### config.mk
export PLATFORM = sky130hd
export DESIGN_NAME = sct_cmd_issue
export DESIGN_NICKNAME = d
export VERILOG_FILES = /design/src/verilog/sct_pkg.sv /design/src/verilog/sct_param_ram.sv /design/src/verilog/sct_skid_buf.sv /design/src/verilog/sct_cmd_issue.sv
export VERILOG_INCLUDE_DIRS = /design/src /design/src/verilog
export SDC_FILE = /design/constraint.sdc
export NUM_CORES = 2
export LEC_CHECK = 0
export BUFFER_PORTS_ARGS = -buffer_cell sky130_fd_sc_hd__buf_2
export CORE_AREA = 3 3 750 752
export DETAILED_ROUTE_END_ITERATION = 10
export DIE_AREA = 0 0 753 755
export HOLD_SLACK_MARGIN = 0.03
export PLACE_DENSITY = 0.51
export SYNTH_ARGS = -nofsm -noshare
export SYNTH_HDL_FRONTEND = slang
export SYNTH_SLANG_ARGS = --single-unit
export TNS_END_PERCENT = 30
### constraint.sdc
create_clock -name core_clk_in -period 6.3 [get_ports core_clk_in]
set_input_delay 0.63 -clock core_clk_in [delete_from_list [all_inputs] [get_ports core_clk_in]]
set_output_delay 0.63 -clock core_clk_in [all_outputs]
set_load 0.1 [all_outputs]
### src/verilog/sct_params.svh
// Constants for the transported-command interpreter.
// Assumes nothing beyond inclusion by the package and design files.
`ifndef SCT_PARAMS_SVH
`define SCT_PARAMS_SVH
`define SCT_OP_WRLOGX 8'h3f
`define SCT_PAGE_CMD 8'he0
`define SCT_PAGE_DATA 8'he1
`define SCT_CNT_CUR 8'h01
`define SCT_ZERO8 8'h00
`define SCT_ERR_OK 8'h00
`define SCT_ERR_ABRT 8'h04
`define SCT_STAT_OK 8'h50
`define SCT_STAT_ERR 8'h51
`define SCT_PKT_WORDS 256
`define SCT_PKT_BYTES 512
`define SCT_AC_LONG 16'h0001
`define SCT_AC_WSAME 16'h0002
`define SCT_AC_ERC 16'h0003
`define SCT_AC_FEAT 16'h0004
`define SCT_AC_TABLE 16'h0005
`define SCT_AC_VEND 16'hc000
`define SCT_XS_OK 16'h0000
`define SCT_XS_BADAC 16'h0010
`define SCT_XS_BADCNT 16'h0003
`define SCT_XS_NOCMD 16'h000b
`define SCT_PARAM_WORD 2
`endif

### src/verilog/sct_pkg.sv
// Types for the transported-command interpreter.
// Assumes the constants header is on the include path.
`include "sct_params.svh"
package sct_pkg;
    typedef struct packed {
        logic [7:0] cmd;
        logic [7:0] feat_cur;
        logic [7:0] feat_prev;
        logic [7:0] cnt_cur;
        logic [7:0] cnt_prev;
        logic [7:0] lba_lo_cur;
        logic [7:0] lba_lo_prev;
        logic [7:0] lba_mid_cur;
        logic [7:0] lba_mid_prev;
        logic [7:0] lba_hi_cur;
        logic [7:0] lba_hi_prev;
    } sct_tf_t;
    typedef struct packed {
        logic [7:0] err;
        logic [7:0] cnt;
        logic [7:0] lba_lo;
        logic [7:0] lba_mid;
        logic [7:0] lba_hi;
        logic [7:0] stat;
        logic [7:0] cnt_hob;
        logic [7:0] lba_lo_hob;
        logic [7:0] lba_mid_hob;
        logic [7:0] lba_hi_hob;
    } sct_resp_t;
    typedef struct packed {
        logic [15:0] action;
        logic [15:0] func;
        logic [15:0] xstat;
        logic [15:0] nsect;
        logic ok;
    } sct_exec_t;
    typedef enum logic [2:0] {
        SCT_IDLE, SCT_RECV, SCT_EXEC, SCT_WAIT, SCT_DONE
    } sct_state_t;
    typedef enum logic [2:0] {
        SCT_ACT_NONE, SCT_ACT_WSAME, SCT_ACT_ERC, SCT_ACT_FEAT, SCT_ACT_TABLE, SCT_ACT_VEND
    } sct_act_t;
endpackage

### src/verilog/sct_param_ram.sv
// Parameter store for the command packet words, registered read port.
// Assumes a single clock shared with the interpreter.
`timescale 1ns/1ps
`default_nettype none
module sct_param_ram #(
    parameter int DEPTH = 256,
    parameter int AW = 8
) (
    // Clock and enable.
    input wire logic core_clk_in,
    input wire logic ce_in,
    // Write port.
    input wire logic wr_en_in,
    input wire logic [AW-1:0] wr_addr_in,
    input wire logic [15:0] wr_data_in,
    // Read port.
    input wire logic [AW-1:0] rd_addr_in,
    output logic [15:0] rd_data_out
);
    logic [15:0] mem [DEPTH];
    initial begin
        if (DEPTH > (1 << AW)) $error("sct_param_ram: depth exceeds address range");
    end
    always_ff @(posedge core_clk_in) begin
        if (ce_in) begin
            if (wr_en_in) begin
                mem[wr_addr_in] <= wr_data_in;
            end
            rd_data_out <= mem[rd_addr_in];
        end
    end
endmodule
`default_nettype wire

### src/verilog/sct_skid_buf.sv
// Two-entry buffer with valid and ready on both sides.
// Assumes source and sink share the interpreter's clock.
`timescale 1ns/1ps
`default_nettype none
module sct_skid_buf #(
    parameter int WIDTH = 16
) (
    // Clock, reset and enable.
    input wire logic core_clk_in,
    input wire logic nrst_in,
    input wire logic ce_in,
    // Fill side.
    input wire logic in_valid_in,
    input wire logic [WIDTH-1:0] in_data_in,
    output logic in_ready_out,
    // Drain side.
    output logic out_valid_out,
    output logic [WIDTH-1:0] out_data_out,
    input wire logic out_ready_in
);
    typedef struct packed {
        logic [1:0][WIDTH-1:0] data;
        logic [1:0] cnt;
    } sct_buf_t;
    sct_buf_t st_reg, st_next;
    initial begin
        if (WIDTH < 1) $error("sct_skid_buf: width must be positive");
    end
    assign in_ready_out = (st_reg.cnt != 2'h2);
    assign out_valid_out = (st_reg.cnt != 2'h0);
    assign out_data_out = st_reg.data[0];
    always_comb begin
        logic push;
        logic pop;
        push = in_valid_in && in_ready_out;
        pop = out_valid_out && out_ready_in;
        st_next = st_reg;
        if (pop) begin
            st_next.data[0] = st_reg.data[1];
        end
        if (push) begin
            if (st_reg.cnt == 2'h0 || (st_reg.cnt == 2'h1 && pop)) begin
                st_next.data[0] = in_data_in;
            end else begin
                st_next.data[1] = in_data_in;
            end
        end
        st_next.cnt = st_reg.cnt + {1'b0, push} - {1'b0, pop};
    end
    always_ff @(posedge core_clk_in or negedge nrst_in) begin
        if (!nrst_in) begin
            st_reg <= '0;
        end else if (ce_in) begin
            st_reg <= st_next;
        end
    end
endmodule
`default_nettype wire

### src/verilog/sct_cmd_issue.sv
// Interpreter for transported commands written as an extended log write to the command page.
// Assumes the host task file arrives synchronous to core_clk_in, and packet words
// stream in on a valid/ready channel from the device's sector buffer logic.
// Notes on behaviour
// RULE_01: Issue is opcode 3Fh, count 01h/00h, page E0h, mid 00h/00h.
// RULE_02: Success gives error 00h status 50h; failure 04h, 51h, extended status.
// RULE_03: Follow-on sector count returned in LBA mid (low) and LBA high (high).
// RULE_04: All previous halves of the response are reserved and read zero.
// RULE_05: The command packet is exactly 512 bytes.
// RULE_06: Bytes 1:0 form the action code choosing the command type.
// RULE_07: Bytes 3:2 form the function code choosing the access type.
// RULE_08: Parameters begin at byte 4; the packet spans 256 words.
// RULE_09: Action codes 2-5 supported, 0 and 6-BFFFh reserved, C000h+ vendor.
// RULE_10: Action code 0001h, long sector access, is never executed.
// RULE_11: An invalid action code fails with extended status 0010h.
// RULE_12: Block data moves through the data page E1h, not the command page.
`timescale 1ns/1ps
`default_nettype none
`include "sct_params.svh"
module sct_cmd_issue #(
    parameter int PKT_WORDS = `SCT_PKT_WORDS
) (
    // Clock, reset and enable.
    input wire logic core_clk_in,
    input wire logic nrst_in,
    input wire logic ce_in,
    // Host task file command.
    input wire logic cmd_valid_in,
    input wire sct_pkg::sct_tf_t cmd_tf_in,
    output logic cmd_ready_out,
    // Packet words, byte 0 in bits 7:0.
    input wire logic pkt_valid_in,
    input wire logic [15:0] pkt_data_in,
    output logic pkt_ready_out,
    // Parameter word read-back for the action engines.
    input wire logic [7:0] param_addr_in,
    output logic [15:0] param_data_out,
    // Decoded command handed to the action engines.
    output logic exec_valid_out,
    output sct_pkg::sct_exec_t exec_out,
    output sct_pkg::sct_act_t exec_act_out,
    input wire logic exec_done_in,
    input wire logic exec_ok_in,
    input wire logic [15:0] exec_xstat_in,
    input wire logic [15:0] exec_nsect_in,
    // Response register block.
    output logic resp_valid_out,
    output sct_pkg::sct_resp_t resp_out,
    input wire logic resp_ack_in,
    // Status.
    output logic data_page_armed_out,
    output logic busy_out
);
    import sct_pkg::*;

    typedef struct packed {
        sct_state_t state;
        logic [8:0] widx;
        sct_exec_t ex;
        sct_act_t act;
        logic armed;
        sct_resp_t resp;
        logic resp_valid;
    } sct_st_t;

    sct_st_t st_reg, st_next;
    logic buf_valid;
    logic [15:0] buf_data;
    logic buf_ready;
    logic word_take;

    initial begin
        if (PKT_WORDS != `SCT_PKT_WORDS) $error("sct_cmd_issue: packet must be 256 words");
        if (PKT_WORDS * 2 != `SCT_PKT_BYTES) $error("sct_cmd_issue: packet must be 512 bytes");
    end

    // Packet words pass through a two-entry buffer so a stall here loses nothing.
    sct_skid_buf #(.WIDTH(16)) u_buf (
        .core_clk_in(core_clk_in),
        .nrst_in(nrst_in),
        .ce_in(ce_in),
        .in_valid_in(pkt_valid_in),
        .in_data_in(pkt_data_in),
        .in_ready_out(pkt_ready_out),
        .out_valid_out(buf_valid),
        .out_data_out(buf_data),
        .out_ready_in(buf_ready)
    );

    assign buf_ready = (st_reg.state == SCT_RECV);
    assign word_take = buf_valid && buf_ready;

    // Parameter words from byte 4 onward are kept for the action engines.
    sct_param_ram #(.DEPTH(PKT_WORDS), .AW(8)) u_ram (
        .core_clk_in(core_clk_in),
        .ce_in(ce_in),
        .wr_en_in(word_take && st_reg.widx >= 9'(`SCT_PARAM_WORD)), // RULE_08
        .wr_addr_in(st_reg.widx[7:0]),
        .wr_data_in(buf_data),
        .rd_addr_in(param_addr_in),
        .rd_data_out(param_data_out)
    );

    function automatic logic is_issue(input sct_tf_t tf);
        // RULE_01
        return tf.cmd == `SCT_OP_WRLOGX && tf.cnt_cur == `SCT_CNT_CUR &&
               tf.cnt_prev == `SCT_ZERO8 && tf.lba_lo_cur == `SCT_PAGE_CMD &&
               tf.lba_mid_cur == `SCT_ZERO8 && tf.lba_mid_prev == `SCT_ZERO8;
    endfunction

    function automatic sct_act_t decode_act(input logic [15:0] ac);
        // RULE_09 RULE_10
        if (ac >= `SCT_AC_VEND) begin
            return SCT_ACT_VEND;
        end
        case (ac)
            `SCT_AC_WSAME: return SCT_ACT_WSAME;
            `SCT_AC_ERC: return SCT_ACT_ERC;
            `SCT_AC_FEAT: return SCT_ACT_FEAT;
            `SCT_AC_TABLE: return SCT_ACT_TABLE;
            default: return SCT_ACT_NONE;
        endcase
    endfunction

    function automatic sct_resp_t make_resp(input logic ok, input logic [15:0] xs,
                                            input logic [15:0] ns);
        sct_resp_t r;
        r = '0; // RULE_04
        r.err = ok ? `SCT_ERR_OK : `SCT_ERR_ABRT; // RULE_02
        r.stat = ok ? `SCT_STAT_OK : `SCT_STAT_ERR;
        r.cnt = xs[7:0];
        r.lba_lo = xs[15:8];
        r.lba_mid = ns[7:0]; // RULE_03
        r.lba_hi = ns[15:8];
        return r;
    endfunction

    assign cmd_ready_out = (st_reg.state == SCT_IDLE) && !st_reg.resp_valid;

    always_comb begin
        st_next = st_reg;
        if (st_reg.resp_valid && resp_ack_in) begin
            st_next.resp_valid = 1'b0;
        end
        case (st_reg.state)
            SCT_IDLE: begin
                if (cmd_valid_in && cmd_ready_out) begin
                    if (is_issue(cmd_tf_in)) begin
                        st_next.state = SCT_RECV;
                        st_next.widx = '0;
                        st_next.armed = 1'b0;
                    end else if (cmd_tf_in.cmd == `SCT_OP_WRLOGX &&
                                 cmd_tf_in.lba_lo_cur == `SCT_PAGE_CMD) begin
                        // Command page write that is not a valid issue (wrong length or mid): refuse.
                        st_next.resp = make_resp(1'b0, `SCT_XS_BADCNT, 16'h0000); // RULE_05
                        st_next.resp_valid = 1'b1;
                    end else if (cmd_tf_in.cmd == `SCT_OP_WRLOGX &&
                                 cmd_tf_in.lba_lo_cur == `SCT_PAGE_DATA && !st_reg.armed) begin
                        st_next.resp = make_resp(1'b0, `SCT_XS_NOCMD, 16'h0000); // RULE_12
                        st_next.resp_valid = 1'b1;
                    end
                end
            end
            SCT_RECV: begin
                if (word_take) begin
                    if (st_reg.widx == 9'h000) begin
                        st_next.ex.action = buf_data; // RULE_06
                    end
                    if (st_reg.widx == 9'h001) begin
                        st_next.ex.func = buf_data; // RULE_07
                    end
                    st_next.widx = st_reg.widx + 9'h001;
                    if (st_reg.widx == 9'(PKT_WORDS - 1)) begin
                        st_next.state = SCT_EXEC; // RULE_05
                    end
                end
            end
            SCT_EXEC: begin
                st_next.act = decode_act(st_reg.ex.action);
                if (decode_act(st_reg.ex.action) == SCT_ACT_NONE) begin
                    st_next.resp = make_resp(1'b0, `SCT_XS_BADAC, 16'h0000); // RULE_11
                    st_next.resp_valid = 1'b1;
                    st_next.state = SCT_IDLE;
                end else begin
                    st_next.state = SCT_WAIT;
                end
            end
            SCT_WAIT: begin
                if (exec_done_in) begin
                    st_next.ex.ok = exec_ok_in;
                    st_next.ex.xstat = exec_ok_in ? `SCT_XS_OK : exec_xstat_in;
                    st_next.ex.nsect = exec_nsect_in;
                    st_next.state = SCT_DONE;
                end
            end
            SCT_DONE: begin
                st_next.resp = make_resp(st_reg.ex.ok, st_reg.ex.xstat, st_reg.ex.nsect);
                st_next.resp_valid = 1'b1;
                // When the engine reports a nonzero sector count, data for the command now goes through the data page.
                st_next.armed = (st_reg.ex.nsect != 16'h0000); // RULE_12
                st_next.state = SCT_IDLE;
            end
            default: begin
                st_next.state = SCT_IDLE;
            end
        endcase
    end

    always_ff @(posedge core_clk_in or negedge nrst_in) begin
        if (!nrst_in) begin
            st_reg <= '{state: SCT_IDLE, act: SCT_ACT_NONE, default: '0};
        end else if (ce_in) begin
            st_reg <= st_next;
        end
    end

    assign exec_valid_out = (st_reg.state == SCT_WAIT);
    assign exec_out = st_reg.ex;
    assign exec_act_out = st_reg.act;
    assign resp_valid_out = st_reg.resp_valid;
    assign resp_out = st_reg.resp;
    assign data_page_armed_out = st_reg.armed;
    assign busy_out = (st_reg.state != SCT_IDLE);
endmodule
`default_nettype wire

After elaboration in Yosys (flattened, before gate mapping)
Memory sizes are Yosys's and may differ from the RTL's. A register that Yosys moved wholly into a read port is not among the register bits. Index checks and enable logic that the tools add are counted.

Mux-type cells: 34. Add/sub/neg operators: 3. Equal/unequal tests: 24. Reduce and logical (&&, ||, !) cells: 40. Bitwise gates (word level): 1. Magnitude comparators: 2.

Operator list (count): 81-bit 2-to-1 mux (4); 81-bit one-hot mux with 3 select lines (1); 16-bit 2-to-1 mux (6); 82-bit 2-to-1 mux (1); 44-bit 2-to-1 mux (1); 16-bit by 2-bit equality test with 1-bit output (second input constant) (2); 16-bit by 3-bit equality test with 1-bit output (second input constant) (2); 8-bit logical NOT (3); 12-bit 2-to-1 mux (2); 3-bit one-hot mux with 4 select lines (2); 3-bit 2-to-1 mux (6); 9-bit one-hot mux with 2 select lines (1); 8-bit equality test (second input constant) (2); 16-bit >= comparator (second input constant) (1); 16-bit nonzero test (1); 1-bit logical AND (15); 4-bit AND reduction (3); 6-bit AND reduction (2); 2-bit != test (second input constant) (5); 9-bit by 1-bit adder with 9-bit output (second input constant) (1); 9-bit by 1-bit equality test with 1-bit output (second input constant) (1); 9-bit by 8-bit equality test with 1-bit output (second input constant) (1); 9-bit by 2-bit >= comparator with 1-bit output (second input constant) (1); 9-bit logical NOT (1); other kinds (23) (39).

Flip-flop bits (word level): 196. Bits in writable memories: 4096. Memories kept: 1. Word-level logic and storage cells: 128. Output and inout bits: 170. Input bits: 152.

Memories: u_ram.mem (words 256, width 16, read ports 1, clocked after Yosys merged registers in 1, write ports 1, RTL line sct_param_ram.sv:20) `logic [15:0] mem [DEPTH];`.

Logic depth before layout (Yosys ltp)
Word-level depth: 9. Depth in mapped cells: 12. Depth with buffers taken out: 9.

Cells and area by module
A second synthesis with hierarchy kept.

Cells, all modules: 8120. Area, all modules: 166714.9 µm².

By module, submodules not included: sct_param_ram (cells each 7358, times used 1, area each 158406.9 µm²); sct_cmd_issue (cells each 632, times used 1, area each 6546.3 µm²); sct_skid_buf (cells each 130, times used 1, area each 1761.7 µm²).

Worst setup path after synthesis
Ideal clock, no wire load.

Path type: reg2reg. From: register u_buf.st_reg (netlist bit u_buf.out_data_out[0]). To: memory u_ram.mem[0][0] (data pin). Cell stages (with the launch flop): 1. Buffers on the path: 0. Slack: 2.285 ns. Arrival: 3.207 ns. Period minus slack after synthesis: 4.015 ns. Path through: dfrtp_1.

RTL lines: start, declared (RTL line sct_skid_buf.sv:25) `sct_buf_t st_reg, st_next;`; start signal, assigned (RTL line sct_skid_buf.sv:54) `st_reg <= st_next;`; end, declared (RTL line sct_param_ram.sv:20).

No word-level cell before the write port.

Worst setup path in the final report
From: register st_reg[159] in the netlist's numbering. To: memory u_ram.mem[215][7] (enable).

Word-level cells in the longest chain between the ends: 6.

Ends and longest elaborated chain: start, declared (RTL line sct_cmd_issue.sv:66) `sct_st_t st_reg, st_next;`; start signal, assigned (RTL line sct_cmd_issue.sv:213) `st_reg <= st_next;`; 3-bit by 1-bit equality test with 1-bit output (RTL line sct_cmd_issue.sv:90) `assign buf_ready = (st_reg.state == SCT_RECV);`; 1-bit logical AND (RTL line sct_cmd_issue.sv:91) `assign word_take = buf_valid && buf_ready;`; 1-bit logical AND (RTL line sct_cmd_issue.sv:97) `` .wr_en_in(word_take && st_reg.widx >= 9'(`SCT_PARAM_WORD)), ``; 1-bit 2-to-1 mux (RTL line sct_param_ram.sv:26) `if (wr_en_in) begin`; 1-bit 2-to-1 mux (RTL line sct_param_ram.sv:25) `if (ce_in) begin`; 1-bit 2-to-1 mux (implied by the code) (RTL line sct_param_ram.sv:27) `mem[wr_addr_in] <= wr_data_in;`.

Every way passes these cells.

==> reports/results.ini <==
[status]
status=completed

[yosys]
netlist_instances=8049
yosys.area.top_type=edfxtp_1
synth_top_area_share_pct=74.11
synthTopCellsByArea=edfxtp_1 (74%), mux4_2 (11%), mux2i_1 (3.4%)
ys_warn_count=0
synth_ff_type=edfxtp_1
syn-cell-area_sq_mm=0.1666
synth_edf_count=4112
synth.most_common_cell=edfxtp_1
synth.distinct_cells=77
synth-seq-cells=4262
async_reset_ff_share_pct=3.519
synth_common_cells=edfxtp_1 (4112), mux4_2 (838), mux2i_1 (566), nor2_1 (348), nand2_1 (241)
ys_seq_area_share_pct=76.37
avgSynthCellArea_sq_um=20.70

[timing]
rsz0062_at_grt=false
finalSetupViolCount=0
setup_tns_ps=0
min_period_ps=4647
finalClockSkew_ps=34.31
hold_violations=0
fin_crit_sh_pct=73.77
max_slew_margin_pct=7.448
tightestPinTransition_ps=1376
maxSlewViolCount=0
fmax_mhz=215.2

[die]
chipWidth_microns=753
rows=274
dieArea_sq_mm=0.5685
die_y_microns=755
coreArea_sq_mm=0.5564
start_util_pct=29.94
io_pins=322

[setup_path]
worstPathMaxFanout=16
path_cells=or3b_2 > nor3_2 > nand2_1 > nor2_1 > buf_4 > nand3_1 > nor2_2
cp_slowest_cell=nor2_2
crit_type=flop to flop
start_kind=flop
cp.arrival_ps=5220
timing.critical_path.buf_inv=1
critPathTopFamily=simple AND/OR/NAND/NOR gates
crit_path_end_kind=flop
cpPeakStageDelay_ps=1290
required_ps=6870

[clocking]
clk_pin_slew_ps=60
cts_root_buf=clkbuf_16
clock_sinks=4262
cts_tree=built
clk_latency_ps=970
numCtsBuffers=437
clockBufferDepth=4
h-tree-depth=5
cts_setup_buffers=0

[power_and_ir_drop]
switching_share_pct=27.75
power_frac_seq_pct=51.5
max-vdd-ir-drop_mv=0.3810
power.switching_mw=19.71
p_comb_share_pct=13.2
power_density_mw_per_mm2=370.2
clockPowerShare_pct=35.4
p_leak_nw=61.36
p_total_mw=71.02
internal_power_mw=51.32

[placement]
placed_cells=15630
dp_hpwl_microns=288100
routabilityCongestion=0.8974
io_buffers=237

[cells_and_area]
fin_util_pct=34.48
n_fill_cell=51770
synthToLayoutAreaGrowth_pct=15.15
largest_register=u_ram.mem
stdcell_count=16520
largest_register_ffs=4096
drive_gt1_share_pct=25.62
nets=8829

[worst_hold_path]
hold_path.class=primary input to flop

[drt]
via_per_inst=5.081
drt-initial-drc-count=9636
ant_nets=0
vias=83920
wl_per_cell_microns=28.63
drtPass1Iterations=6
route.detailed.drc=0
routed_wirelength_microns=472800

[grt]
grt.met2_usage_pct=26.33
antenna_found_initial=36
grt_busiest_layer=met2
grt_pass1_vias=84880
grt.total_usage_pct=16.13
grt_max_degree=177
grt_first_pass_wirelength_microns=662700
use_met1_pct=22.48
grt_overflow=0
grtUsageMet3_pct=2.237

[run]
max_cap_viol_count=0

==> cell families (layout without fill, tap and decap cells) <==
group | Yosys count | after routing | synth area share (%)
mux | 1494 | 1494 | 15.34
buf+inv | 659 | 1613 | 2.577
simple gates | 841 | 841 | 2.257
compound gates | 782 | 782 | 3.394
flops | 4262 | 4262 | 76.37
xor+xnor | 3 | 3 | 0.01577
other cells | 1 | 62 | 0.002251
fa+ha+maj | 7 | 7 | 0.05257
==> worst paths after layout <==
check	startpoint	end	slack, ps	depth (start not counted)
worst min register to register	exec_act_out[2]$_DFFE_PN0P_	exec_act_out[2]$_DFFE_PN0P_	500	2
max in group asynchronous	nrst_in	exec_out[35]$_DFFE_PN0P_	4520	3
worst max register to register	st_reg[159]$_DFFE_PN0P_	u_ram.mem[215][7]$_DFFE_PP_	1650	7
min in group asynchronous	nrst_in	resp_out[69]$_DFFE_PN0P_	320	2
worst max-delay path	st_reg[159]$_DFFE_PN0P_	u_ram.mem[215][7]$_DFFE_PP_	1650	7
worst min-delay path	pkt_valid_in	u_buf.st_reg[0]$_DFFE_PN0P_	170	5
==> placed cells by master, fill, tap and decap left out, types with 28 or more instances in the layout <==
master         count
edfxtp_1        4112
mux4_2           838
mux2i_1          566
clkbuf_16        443
buf_4            417
nor2_1           322
o221ai_1         234
buf_2            231
nand2_1          228
a21oi_1          149
o22ai_1          144
dfrtp_1          134
clkinv_1         111
clkbuf_1         100
mux2_2            90
clkinv_2          90
nor3_1            82
dlygate4sd3_1     52
buf_12            47
conb_1            44
o21ai_0           43
inv_1             41
nand3_1           34
bufinv_16         34
a22o_1            32
o31ai_1           28
==> layer usage <==
| metal | vias up | wire (microns) |
|---|---|---|
| met3 | 678 | 31330 |
| met1 | 45340 | 201900 |
| met2 | 3247 | 224500 |
| li1 | 34650 | - |
| met4 | 2 | 15000 |
| met5 | - | 11 |
==> final cells by class <==
| cell class | count | area, sq um | share of cell area (%) |
|---|---|---|---|
| antenna | 18 | 45.04 | 0.02348 |
| clock buffer | 548 | 11530 | 6.010 |
| clock inverter | 267 | 2256 | 1.176 |
| inverter | 45 | 183.9 | 0.09587 |
| multi-input combinational | 3171 | 35400 | 18.45 |
| sequential | 4262 | 127300 | 66.35 |
| tap | 7452 | 9324 | 4.860 |
| timing repair buffer | 753 | 5819 | 3.033 |
==> per-stage QoR <==
| stage | instance area [sq um] | worst slack (ps) | hold slack, ps |
|---|---|---|---|
| 6_report | 191900 | 1653 | 167.2 |
| 5_1_grt | 191800 | 1425 | 156.0 |
| 3_5_place_dp | 177500 | 1172 | 481.2 |
| 4_1_cts | 191800 | 1564 | 58.56 |
| 3_3_place_gp | 177500 | 1225 | 487.2 |
| 2_1_floorplan | 166800 | 2285 | 334.4 |
==> power by group through the flow <==
stage | registers, mW | logic, mW | clock network (mW)
floorplan | 38.9 | 3.79 | 0
global placement | 37.1 | 9.10 | 0
detailed placement | 37.2 | 9.48 | 0
CTS | 36.6 | 9.51 | 25.7
global route | 36.6 | 9.87 | 26.8
finish | 36.5 | 9.35 | 25.1
==> timing repair <==
item,4_1_cts,5_1_grt
resized for setup,0,0
hold endpoints to repair,157,0
hold buffers,52,0
==> tightest hold or removal path, delay by kind of cell <==
kind                       cells  cell delay (ps)
AOI/OAI and AO/OA              1               60
buffers and inverters          1              100
adders and majority gates      1              120
and+or+nand+nor                2              180
(Power assumes the default switching activity.)
